File: src/core/dfs_pkg.sv
// frame statistics counter constants: word indices, widths, counts
// assumes a 32-bit wishbone slave whose byte address is four times the index
package dfs_pkg;
  localparam int unsigned ADR_W = 12;                        // byte address width
  localparam int unsigned IDX_W = 10;                        // word index width
  localparam int unsigned CNT_W = 16;                        // counter width
  localparam int unsigned NCH   = 3;                         // counted channels
  // word indices of the registers
  localparam logic [IDX_W-1:0] IDX_UPPER_RX_HI   = 10'h275;
  localparam logic [IDX_W-1:0] IDX_UPPER_RX_LO   = 10'h276;
  localparam logic [IDX_W-1:0] IDX_LOWER_RX_HI   = 10'h277;
  localparam logic [IDX_W-1:0] IDX_LOWER_RX_LO   = 10'h278;
  localparam logic [IDX_W-1:0] IDX_UPPER_TX_HI   = 10'h279;
  localparam logic [IDX_W-1:0] IDX_UPPER_TX_LO   = 10'h27a;
  localparam logic [IDX_W-1:0] IDX_LOWER_TRIGGER = 10'h290;
  localparam logic [IDX_W-1:0] IDX_UPPER_TRIGGER = 10'h291;
  // channel numbers inside the counter array
  localparam int unsigned CH_UPPER_RX = 0;
  localparam int unsigned CH_LOWER_RX = 1;
  localparam int unsigned CH_UPPER_TX = 2;
  // saturation flag bit positions in the trigger registers
  localparam int unsigned FLAG_LOWER_RX_SAT = 0;
  localparam int unsigned FLAG_UPPER_RX_SAT = 0;
  localparam int unsigned FLAG_UPPER_TX_SAT = 1;
  // counter values
  localparam logic [CNT_W-1:0] CNT_ZERO = 16'h0000;
  localparam logic [CNT_W-1:0] CNT_ONE  = 16'h0001;
  localparam logic [CNT_W-1:0] CNT_MAX  = 16'hffff;
  localparam logic [31:0]      DAT_ZERO = 32'h0000_0000;
endpackage

File: src/core/dfs_frame_stats.sv
// daisy-chain frame statistics counters with a classic wishbone slave
// assumes frame event inputs are one-cycle pulses from logic on clk_i
// Function
// - count valid lower-port received response frames
// - lower receive counter holds at full scale
// - lower trigger read snapshots, then clears the lower receive counter
// - count upper-port transmitted response frames
// - upper transmit counter holds at full scale
// - upper trigger read snapshots, then clears both upper counters
// - upper receive counts error-free frames, saturating
// - upper receive counts only correct-crc frames
//
// Chosen here: register access over Wishbone.
`timescale 1ns/1ps
module dfs_frame_stats
(
  input  wire logic        clk_i,               // 100 MHz clock
  input  wire logic        rst_i,               // synchronous reset, active high
  input  wire logic        wb_cyc_i,            // wishbone cycle
  input  wire logic        wb_stb_i,            // wishbone strobe
  input  wire logic        wb_we_i,             // wishbone write enable
  input  wire logic [11:0] wb_adr_i,            // wishbone byte address
  input  wire logic [3:0]  wb_sel_i,            // wishbone byte selects
  input  wire logic [31:0] wb_dat_i,            // wishbone write data
  output logic      [31:0] wb_dat_o,            // wishbone read data
  output logic             wb_ack_o,            // wishbone acknowledge
  input  wire logic        lower_rx_valid_i,    // valid response frame received, lower chain port
  input  wire logic        upper_rx_frame_i,    // frame received, upper chain port
  input  wire logic        upper_rx_err_i,      // that frame had a receive error
  input  wire logic        upper_rx_crc_ok_i,   // that frame carried a correct crc
  input  wire logic        upper_tx_frame_i     // response frame sent, upper chain port
);

  logic                        req;             // new request, not yet answered
  logic                        rd_req;          // new read request
  logic [dfs_pkg::IDX_W-1:0]   idx;             // word index of the access
  logic                        snap_lower;      // lower trigger register being read
  logic                        snap_upper;      // upper trigger register being read
  logic [dfs_pkg::NCH-1:0]     ev;              // qualifying frame per channel
  logic [dfs_pkg::NCH-1:0]     snap;            // snapshot strobe per channel
  logic [dfs_pkg::CNT_W-1:0]   cnt    [dfs_pkg::NCH];  // live counters
  logic [dfs_pkg::CNT_W-1:0]   shadow [dfs_pkg::NCH];  // values software sees
  logic [31:0]                 next_dat;        // read data for this access

  // a read of a trigger word is the only bus event with a side effect; the
  // strobe is cut by the registered ack so a held request snapshots only once
  // request decode; write data and selects are ignored, no register is writable
  assign req        = wb_cyc_i && wb_stb_i && !wb_ack_o;
  assign rd_req     = req && !wb_we_i;
  assign idx        = wb_adr_i[dfs_pkg::ADR_W-1:dfs_pkg::ADR_W-dfs_pkg::IDX_W];  // byte lanes ignored
  assign snap_lower = rd_req && (idx == dfs_pkg::IDX_LOWER_TRIGGER);
  assign snap_upper = rd_req && (idx == dfs_pkg::IDX_UPPER_TRIGGER);

  // frame qualification per channel
  assign ev[dfs_pkg::CH_UPPER_RX] = upper_rx_frame_i && !upper_rx_err_i && upper_rx_crc_ok_i;
  assign ev[dfs_pkg::CH_LOWER_RX] = lower_rx_valid_i;
  assign ev[dfs_pkg::CH_UPPER_TX] = upper_tx_frame_i;
  assign snap[dfs_pkg::CH_UPPER_RX] = snap_upper;
  assign snap[dfs_pkg::CH_LOWER_RX] = snap_lower;
  assign snap[dfs_pkg::CH_UPPER_TX] = snap_upper;

  // one saturating counter and snapshot register per channel
  for (genvar c = 0; c < dfs_pkg::NCH; c++)
  begin : g_ch
    // live counter; a frame in the clearing cycle is kept as a count of one,
    // so no frame falls between two snapshot periods
    always_ff @(posedge clk_i)
    begin
      if (rst_i)
        cnt[c] <= dfs_pkg::CNT_ZERO;
      else if (snap[c])
        cnt[c] <= ev[c] ? dfs_pkg::CNT_ONE : dfs_pkg::CNT_ZERO;
      else if (ev[c] && cnt[c] != dfs_pkg::CNT_MAX)
        cnt[c] <= cnt[c] + dfs_pkg::CNT_ONE;
    end

    // snapshot taken at the trigger read, all channels of a port at once
    always_ff @(posedge clk_i)
    begin
      if (rst_i)
        shadow[c] <= dfs_pkg::CNT_ZERO;
      else if (snap[c])
        shadow[c] <= cnt[c];
    end

    // counter steps by exactly one on a qualifying frame
    a_cnt_step_one: assert property (@(posedge clk_i) disable iff (rst_i)
      (ev[c] && !snap[c] && cnt[c] != dfs_pkg::CNT_MAX) |=> (cnt[c] == $past(cnt[c]) + dfs_pkg::CNT_ONE))
      else $error("counter did not step by one");
    // full scale holds against further frames
    a_cnt_saturate: assert property (@(posedge clk_i) disable iff (rst_i)
      (cnt[c] == dfs_pkg::CNT_MAX && !snap[c]) |=> (cnt[c] == dfs_pkg::CNT_MAX))
      else $error("counter left full scale");
    // snapshot carries the old count, counter restarts
    a_snap_clear: assert property (@(posedge clk_i) disable iff (rst_i)
      snap[c] |=> (shadow[c] == $past(cnt[c])) && (cnt[c] == ($past(ev[c]) ? dfs_pkg::CNT_ONE : dfs_pkg::CNT_ZERO)))
      else $error("snapshot or clear wrong");
    // no event and no snapshot leaves counter alone
    a_cnt_idle: assert property (@(posedge clk_i) disable iff (rst_i)
      (!ev[c] && !snap[c]) |=> $stable(cnt[c]))
      else $error("counter moved without a frame");
  end

  // read data multiplexer; counter registers return the snapshot, trigger
  // registers return live saturation flags, unmapped words read zero
  always_comb
  begin
    next_dat = dfs_pkg::DAT_ZERO;
    unique case (idx)
      dfs_pkg::IDX_UPPER_RX_HI:   next_dat[7:0] = shadow[dfs_pkg::CH_UPPER_RX][15:8];
      dfs_pkg::IDX_UPPER_RX_LO:   next_dat[7:0] = shadow[dfs_pkg::CH_UPPER_RX][7:0];
      dfs_pkg::IDX_LOWER_RX_HI:   next_dat[7:0] = shadow[dfs_pkg::CH_LOWER_RX][15:8];
      dfs_pkg::IDX_LOWER_RX_LO:   next_dat[7:0] = shadow[dfs_pkg::CH_LOWER_RX][7:0];
      dfs_pkg::IDX_UPPER_TX_HI:   next_dat[7:0] = shadow[dfs_pkg::CH_UPPER_TX][15:8];
      dfs_pkg::IDX_UPPER_TX_LO:   next_dat[7:0] = shadow[dfs_pkg::CH_UPPER_TX][7:0];
      // trigger flags show the live counters, sampled before the clear lands
      dfs_pkg::IDX_LOWER_TRIGGER:
      begin
        next_dat[dfs_pkg::FLAG_LOWER_RX_SAT] = (cnt[dfs_pkg::CH_LOWER_RX] == dfs_pkg::CNT_MAX);
      end
      dfs_pkg::IDX_UPPER_TRIGGER:
      begin
        next_dat[dfs_pkg::FLAG_UPPER_RX_SAT] = (cnt[dfs_pkg::CH_UPPER_RX] == dfs_pkg::CNT_MAX);
        next_dat[dfs_pkg::FLAG_UPPER_TX_SAT] = (cnt[dfs_pkg::CH_UPPER_TX] == dfs_pkg::CNT_MAX);
      end
      default:                    next_dat = dfs_pkg::DAT_ZERO;
    endcase
    if (wb_we_i)
      next_dat = dfs_pkg::DAT_ZERO;   // writes are acknowledged and dropped
  end

  // a registered ack costs one cycle per access but keeps the bus outputs
  // straight from flip-flops; counter polling is slow enough to afford it
  // acknowledge one cycle after the request, then drop for one cycle
  always_ff @(posedge clk_i)
  begin
    if (rst_i)
      wb_ack_o <= 1'b0;
    else
      wb_ack_o <= req;
  end

  // read data register, captured with the acknowledge
  always_ff @(posedge clk_i)
  begin
    if (rst_i)
      wb_dat_o <= dfs_pkg::DAT_ZERO;
    else if (req)
      wb_dat_o <= next_dat;
  end

  // every request gets its answer on the next edge
  a_ack_next: assert property (@(posedge clk_i) disable iff (rst_i)
    req |=> wb_ack_o)
    else $error("request not acknowledged");
  // acknowledge is a single cycle
  a_ack_single: assert property (@(posedge clk_i) disable iff (rst_i)
    wb_ack_o |=> !wb_ack_o)
    else $error("acknowledge held too long");
  // transmit high byte read returns the snapshot high byte
  a_read_tx_high: assert property (@(posedge clk_i) disable iff (rst_i)
    (rd_req && idx == dfs_pkg::IDX_UPPER_TX_HI) |=>
      (wb_ack_o && wb_dat_o == {24'h00_0000, $past(shadow[dfs_pkg::CH_UPPER_TX][15:8])}))
    else $error("transmit high byte read wrong");
  // lower low byte read returns the snapshot low byte
  a_read_lower_low: assert property (@(posedge clk_i) disable iff (rst_i)
    (rd_req && idx == dfs_pkg::IDX_LOWER_RX_LO) |=>
      (wb_dat_o == {24'h00_0000, $past(shadow[dfs_pkg::CH_LOWER_RX][7:0])}))
    else $error("lower low byte read wrong");
  // a bad upper frame is never counted
  a_upper_bad_frame: assert property (@(posedge clk_i) disable iff (rst_i)
    (upper_rx_frame_i && (upper_rx_err_i || !upper_rx_crc_ok_i) && !snap_upper) |=>
      $stable(cnt[dfs_pkg::CH_UPPER_RX]))
    else $error("bad upper frame counted");
  // writes leave all snapshots untouched
  a_write_ignored: assert property (@(posedge clk_i) disable iff (rst_i)
    (req && wb_we_i) |=> ($stable(shadow[0]) && $stable(shadow[1]) && $stable(shadow[2])))
    else $error("write changed a register");
  // a lower trigger read leaves the upper transmit snapshot alone
  a_port_separate: assert property (@(posedge clk_i) disable iff (rst_i)
    snap_lower |=> $stable(shadow[dfs_pkg::CH_UPPER_TX]))
    else $error("lower trigger touched upper port");
  // an upper trigger read leaves the lower snapshot alone
  a_port_separate_up: assert property (@(posedge clk_i) disable iff (rst_i)
    snap_upper |=> $stable(shadow[dfs_pkg::CH_LOWER_RX]))
    else $error("upper trigger touched lower port");
  // both upper counters land in their snapshots in the same cycle
  a_upper_snap_pair: assert property (@(posedge clk_i) disable iff (rst_i)
    snap_upper |=> (shadow[dfs_pkg::CH_UPPER_RX] == $past(cnt[dfs_pkg::CH_UPPER_RX]))
      && (shadow[dfs_pkg::CH_UPPER_TX] == $past(cnt[dfs_pkg::CH_UPPER_TX])))
    else $error("upper snapshots not taken together");
  // upper receive high byte read returns the snapshot high byte
  a_read_upper_high: assert property (@(posedge clk_i) disable iff (rst_i)
    (rd_req && idx == dfs_pkg::IDX_UPPER_RX_HI) |=>
      (wb_dat_o == {24'h00_0000, $past(shadow[dfs_pkg::CH_UPPER_RX][15:8])}))
    else $error("upper receive high byte read wrong");
  // upper receive low byte read returns the snapshot low byte
  a_read_upper_low: assert property (@(posedge clk_i) disable iff (rst_i)
    (rd_req && idx == dfs_pkg::IDX_UPPER_RX_LO) |=>
      (wb_dat_o == {24'h00_0000, $past(shadow[dfs_pkg::CH_UPPER_RX][7:0])}))
    else $error("upper receive low byte read wrong");
  // lower high byte read returns the snapshot high byte
  a_read_lower_high: assert property (@(posedge clk_i) disable iff (rst_i)
    (rd_req && idx == dfs_pkg::IDX_LOWER_RX_HI) |=>
      (wb_dat_o == {24'h00_0000, $past(shadow[dfs_pkg::CH_LOWER_RX][15:8])}))
    else $error("lower high byte read wrong");
  // transmit low byte read returns the snapshot low byte
  a_read_tx_low: assert property (@(posedge clk_i) disable iff (rst_i)
    (rd_req && idx == dfs_pkg::IDX_UPPER_TX_LO) |=>
      (wb_dat_o == {24'h00_0000, $past(shadow[dfs_pkg::CH_UPPER_TX][7:0])}))
    else $error("transmit low byte read wrong");
  // lower trigger read reports saturation as it stood before the clear
  a_lower_flag: assert property (@(posedge clk_i) disable iff (rst_i)
    (rd_req && idx == dfs_pkg::IDX_LOWER_TRIGGER) |=>
      (wb_dat_o == {31'h0, ($past(cnt[dfs_pkg::CH_LOWER_RX]) == dfs_pkg::CNT_MAX)}))
    else $error("lower saturation flag wrong");
  // upper trigger read reports both saturation flags before the clear
  a_upper_flags: assert property (@(posedge clk_i) disable iff (rst_i)
    (rd_req && idx == dfs_pkg::IDX_UPPER_TRIGGER) |=>
      (wb_dat_o == {30'h0, ($past(cnt[dfs_pkg::CH_UPPER_TX]) == dfs_pkg::CNT_MAX),
                    ($past(cnt[dfs_pkg::CH_UPPER_RX]) == dfs_pkg::CNT_MAX)}))
    else $error("upper saturation flags wrong");
  // a write is answered with zero data
  a_write_zero: assert property (@(posedge clk_i) disable iff (rst_i)
    (req && wb_we_i) |=> (wb_dat_o == dfs_pkg::DAT_ZERO))
    else $error("write returned data");
  // read data stands until the next request is taken
  a_dat_hold: assert property (@(posedge clk_i) disable iff (rst_i)
    !req |=> $stable(wb_dat_o))
    else $error("read data changed without a request");

endmodule

File: config.mk
export PLATFORM = sky130hd
export DESIGN_NAME = dfs_frame_stats
export DESIGN_NICKNAME = d
export VERILOG_FILES = /design/src/core/dfs_pkg.sv /design/src/core/dfs_frame_stats.sv
export SDC_FILE = /design/constraint.sdc
export NUM_CORES = 1
export LEC_CHECK = 0
export BUFFER_PORTS_ARGS = -buffer_cell sky130_fd_sc_hd__buf_2
export CORE_ASPECT_RATIO = 0.8
export CORE_MARGIN = 3
export CORE_UTILIZATION = 46
export CTS_CLUSTER_SIZE = 25
export DETAILED_ROUTE_END_ITERATION = 7
export HOLD_SLACK_MARGIN = 0.05
export PLACE_DENSITY = 0.67
export RECOVER_POWER = 100
export SLEW_MARGIN = 20
export SYNTH_ARGS = -nofsm -noshare
export SYNTH_HDL_FRONTEND = slang
export SYNTH_SLANG_ARGS = --single-unit
File: constraint.sdc
create_clock -name clk_i -period 2.73 [get_ports clk_i]
set_clock_uncertainty 0.05 [all_clocks]
set_input_delay 0.273 -clock clk_i [delete_from_list [all_inputs] [get_ports clk_i]]
set_output_delay 0.273 -clock clk_i [all_outputs]
set_load 0.1 [all_outputs]
**Word level (Yosys, flattened, before mapping)**

Memories as Yosys holds them, arrays and structs flattened.
Cells that the tools add are included.

- Add/sub/neg operators: 3
- Reductions and logical operators: 13
- Eq/ne operators: 14
- Multiplexer cells: 36
- Bitwise gates (word level): 9

Operators by type and width:

| kind | number |
|---|---|
| 16-bit two-way mux | 9 |
| 10-bit == test (second input constant) | 8 |
| 16-bit by 1-bit adder with 16-bit output (second input constant) | 3 |
| 16-bit == test (second input constant) | 3 |
| 16-bit != test (second input constant) | 3 |
| 6-bit one-hot mux with 6 select lines | 1 |
| 1-bit two-way mux | 23 |
| 1-bit logical AND | 10 |
| 1-bit OR | 9 |
| 8-bit two-way mux | 1 |
| 1-bit one-hot mux with 8 select lines | 1 |
| 1-bit one-hot mux with 7 select lines | 1 |
| 1-bit zero test | 3 |

- Bits of input ports: 58
- Register bits after elaboration: 33
- Memory bits (writable): 96
- Memories: 2
- Word-level logic and storage cells: 79
- Output and inout bits: 33

Memory list:

| memory | depth | width | read ports | clocked after Yosys merged registers in | write ports | line | RTL |
|---|---|---|---|---|---|---|---|
| cnt | 3 | 16 | 3 | 0 | 3 | dfs_frame_stats.sv:41 | `logic [dfs_pkg::CNT_W-1:0] cnt [dfs_pkg::NCH];` |
| shadow | 3 | 16 | 3 | 0 | 3 | dfs_frame_stats.sv:42 | `logic [dfs_pkg::CNT_W-1:0] shadow [dfs_pkg::NCH];` |

**Depth between registers and ports, before layout**

- Depth in word-level cells: 9
- Depth in mapped cells: 8
- Depth with buffers taken out: 6

**Least setup slack after synthesis**

OpenSTA, ideal clock, no wires.

- Kind: reg2reg
- Start: register wb_ack_o
- End: memory cnt[1][0] in the netlist's numbering (enable)
- Slack: 0.066 ns
- Data required time: 2.313 ns
- Stages on the path, launching flop included: 5
- Period minus slack after synthesis: 2.664 ns
- Arrival time: 2.248 ns
- Cell sequence: dfxtp_1 nand3b_1 nor2_1 a21o_1 a21o_1

RTL lines:

| what | line | RTL |
|---|---|---|
| start, declared | dfs_frame_stats.sv:26 | `output logic wb_ack_o,` |
| start signal, assigned | dfs_frame_stats.sv:140 | `wb_ack_o <= req;` |
| end, declared | dfs_frame_stats.sv:41 |  |

==> impl_metrics.env <==
export IMPL_synth_area_sq_mm=0.005436
export IMPL_utilization=0.5265
export IMPL_rows=34
export IMPL_design_core_area_sq_mm=0.01119
export IMPL_cp_max_fo=11
export IMPL_leakage_nw=2.163
export IMPL_setup_viol_count_final=0
export IMPL_diodes=0
export IMPL_grt_overflow=0
export IMPL_insertion_delay_ns=0.35
export IMPL_final_cell_area_sq_mm=0.005891
export IMPL_die_h_um=103.2
export IMPL_critPathMaxStageDelay_ns=0.51
export IMPL_hp_class="in2reg"
export IMPL_vias=3586
export IMPL_ant_nets=0
export IMPL_cts_resized_gates=0
export IMPL_io_buffers=28
export IMPL_cts_hold_buf=0
export IMPL_cts_tree="built"
export IMPL_critPathBufInv=1
export IMPL_finalHoldViolations=0
export IMPL_die_area_sq_mm=0.01317
export IMPL_initial_core_util=0.4859
export IMPL_drc=0
export IMPL_clock_root_buffer="clkbuf_16"
export IMPL_maxSlewViolCount=0
export IMPL_grt_antenna_before_repair=1
export IMPL_clk_pin_slew_ns=0.07
export IMPL_cpMaxStageDelayCell="or3_1"
export IMPL_p_total_mw=3.530
export IMPL_placed_cell_area_sq_mm=0.005643
export IMPL_ios=91
export IMPL_layout_drive_gt1_share=0.1087
export IMPL_netlist_instances=479
export IMPL_die_w_um=127.5
export IMPL_grt_max_degree=31
export IMPL_hold_slack_ns=0.1809
export IMPL_dp_final_hpwl_um=8309
export IMPL_gp_congestion=0.8379
export IMPL_final_cells=659
export IMPL_peakVddDrop_uv=346.4
export IMPL_status="complete, no violations"
export IMPL_numCtsBuffers=9
export IMPL_crit_family="simple AND/OR/NAND/NOR gates"
export IMPL_relSlewSlack=0.1907
export IMPL_wirelength_um=11370
export IMPL_yosysSeqAreaShare=0.5634
export IMPL_cp_cell_sequence="ha_1 > nand3_1 > or3_1 > o21bai_2 > nand2b_1 > clkbuf_2 > nor2_1"
export IMPL_grt_usage=0.1846
export IMPL_dp_slack_ns=0.3457
export IMPL_via_per_inst=5.442
export IMPL_min_period_over_period=0.8796
export IMPL_dr_pass1_iters=5
export IMPL_area_growth_syn_to_layout_pct=8.354
export IMPL_ys_seq_elements=105
export IMPL_finalWorstSetupSlack_ns=0.3287
export IMPL_crit_path_start_kind="flop"
export IMPL_grt_pass1_vias=3453
export IMPL_fmax_ghz=0.4164
export IMPL_crit_arrival_ns=2.45
export IMPL_rsz0062_at_grt="false"
export IMPL_dp_cells=643
export IMPL_yosysWarnings=0
export IMPL_clockBufferDepth=2
export IMPL_cts_sinks=105
export IMPL_power_density_mw_per_mm2=599.2
export IMPL_h_tree_depth=3
export IMPL_tightest_slew_ns=1.219
export IMPL_criticalPathCategory="reg2reg"
export IMPL_avgSynthCellArea_sq_um=11.35
export IMPL_maxCapViolCount=0
export IMPL_nets=571
export IMPL_synthArstFlopShare=0
export IMPL_post_route_min_period_ns=2.401
export IMPL_synth_edff_count=96
export IMPL_synthFlopType="edfxtp_1"
export IMPL_grt_pass1_wl_um=18530
export IMPL_setup_tns_ns=0
export IMPL_worst_ep_required_time_ns=2.78
export IMPL_wl_per_cell_um=17.25
export IMPL_drt_iter0_drc=349
export IMPL_endpoint_kind="flop"
export IMPL_post_cts_setup_buffers=0
export IMPL_synth_cell_types=54
cells by family (layout without fill, tap and decap cells):
kind of cell	count (synthesis)	in the layout	synth area share
simple gates	217	217	0.2127
flops	105	105	0.5634
buf+inv	52	65	0.05961
compound gates	47	47	0.06467
xor+xnor	41	41	0.06605
mux	13	13	0.02601
fa+ha+maj	3	3	0.006905
other cells	1	24	0.0006898
synth_stat cells (2+ instances only):
| cell type | count | area share |
|---|---|---|
| a32oi_1 | 2 | 0.0032 |
| o21ai_0 | 9 | 0.0083 |
| edfxtp_1 | 96 | 0.53 |
| and4_1 | 5 | 0.0081 |
| ha_1 | 3 | 0.0069 |
| and2_1 | 33 | 0.038 |
| dfxtp_1 | 9 | 0.033 |
| nand4_1 | 8 | 0.0092 |
| o22ai_1 | 5 | 0.0058 |
| and2b_1 | 2 | 0.0028 |
| clkbuf_1 | 9 | 0.0062 |
| xnor2_1 | 15 | 0.024 |
| inv_1 | 9 | 0.0062 |
| nor3_1 | 5 | 0.0046 |
| buf_2 | 5 | 0.0046 |
| mux2_2 | 9 | 0.019 |
| nand3b_1 | 3 | 0.0041 |
| buf_4 | 26 | 0.036 |
| a221oi_1 | 4 | 0.0064 |
| and3_1 | 23 | 0.026 |
| nor2_1 | 66 | 0.046 |
| a21o_1 | 3 | 0.0041 |
| xor2_1 | 26 | 0.042 |
| a22oi_1 | 8 | 0.011 |
| nand2_1 | 28 | 0.019 |
| a2bb2oi_1 | 3 | 0.0048 |
| mux2i_1 | 4 | 0.0074 |
| a21oi_1 | 4 | 0.0037 |
| nand2b_1 | 5 | 0.0058 |
| nor3b_1 | 4 | 0.0055 |
| nor2b_1 | 5 | 0.0058 |
| nand3_1 | 21 | 0.019 |
worst reg2reg max path, stage by stage, from the launching register on:
cell,delay [ns]
edfxtp_1,0.43
ha_1,0.22
nand3_1,0.17
or3_1,0.51
o21bai_2,0.18
nand2b_1,0.24
clkbuf_2,0.28
nor2_1,0.09
worst paths after layout:
| path | slack (ns) | start | end | cells after the start |
|---|---|---|---|---|
| worst max-delay path | 0.33 | cnt[0][0] | cnt[0][13] | 7 |
| worst min-delay path | 0.18 | rst_i | wb_ack_o | 2 |
| worst max register to register | 0.33 | cnt[0][0] | cnt[0][13] | 7 |
| worst min register to register | 0.42 | wb_dat_o[6] | wb_dat_o[6] | 2 |
metal layers:
| metal | track usage | wire length, um |
|---|---|---|
| met1 | 0.2735 | 5653 |
| met2 | 0.2689 | 4904 |
| met3 | 0.05185 | 677 |
| met4 | 0.04699 | 120 |
| met5 | 0 | 13 |
cell type report:
class,instances,area [sq um]
flip-flops and latches,105,3063
repair buffers,40,192.7
clock buffers,12,246.5
clock inverters,4,52.55
fillers,1000,5298
multi-input cells,345,2122
inverters,9,33.78
well taps,144,180.2
registers in the layout, indices dropped and copies added, names as in the netlist:
| register | cells |
|---|---|
| cnt | 48 |
| wb_dat_o | 8 |
| shadow | 48 |
| wb_ack_o | 1 |
layout by cell type (no fill, tap or decap), drive strengths merged, types with 7 or more instances in the layout:
master,count
nor3,7
nand2,28
buf,23
conb,24
inv,9
o21ai,9
and2,34
nand4,9
and3,23
edfxtp,96
xnor2,15
xor2,26
nor2,66
mux2,9
dfxtp,9
nand3,21
a22oi,8
clkbuf,29
report_power, final:
group	internal (mW)	switching, mW
Combinational	0.0762	0.267
Sequential	1.83	0.0657
Clock	0.738	0.558
Total	2.64	0.890
Note: power is estimated with default switching activity, not from simulation.
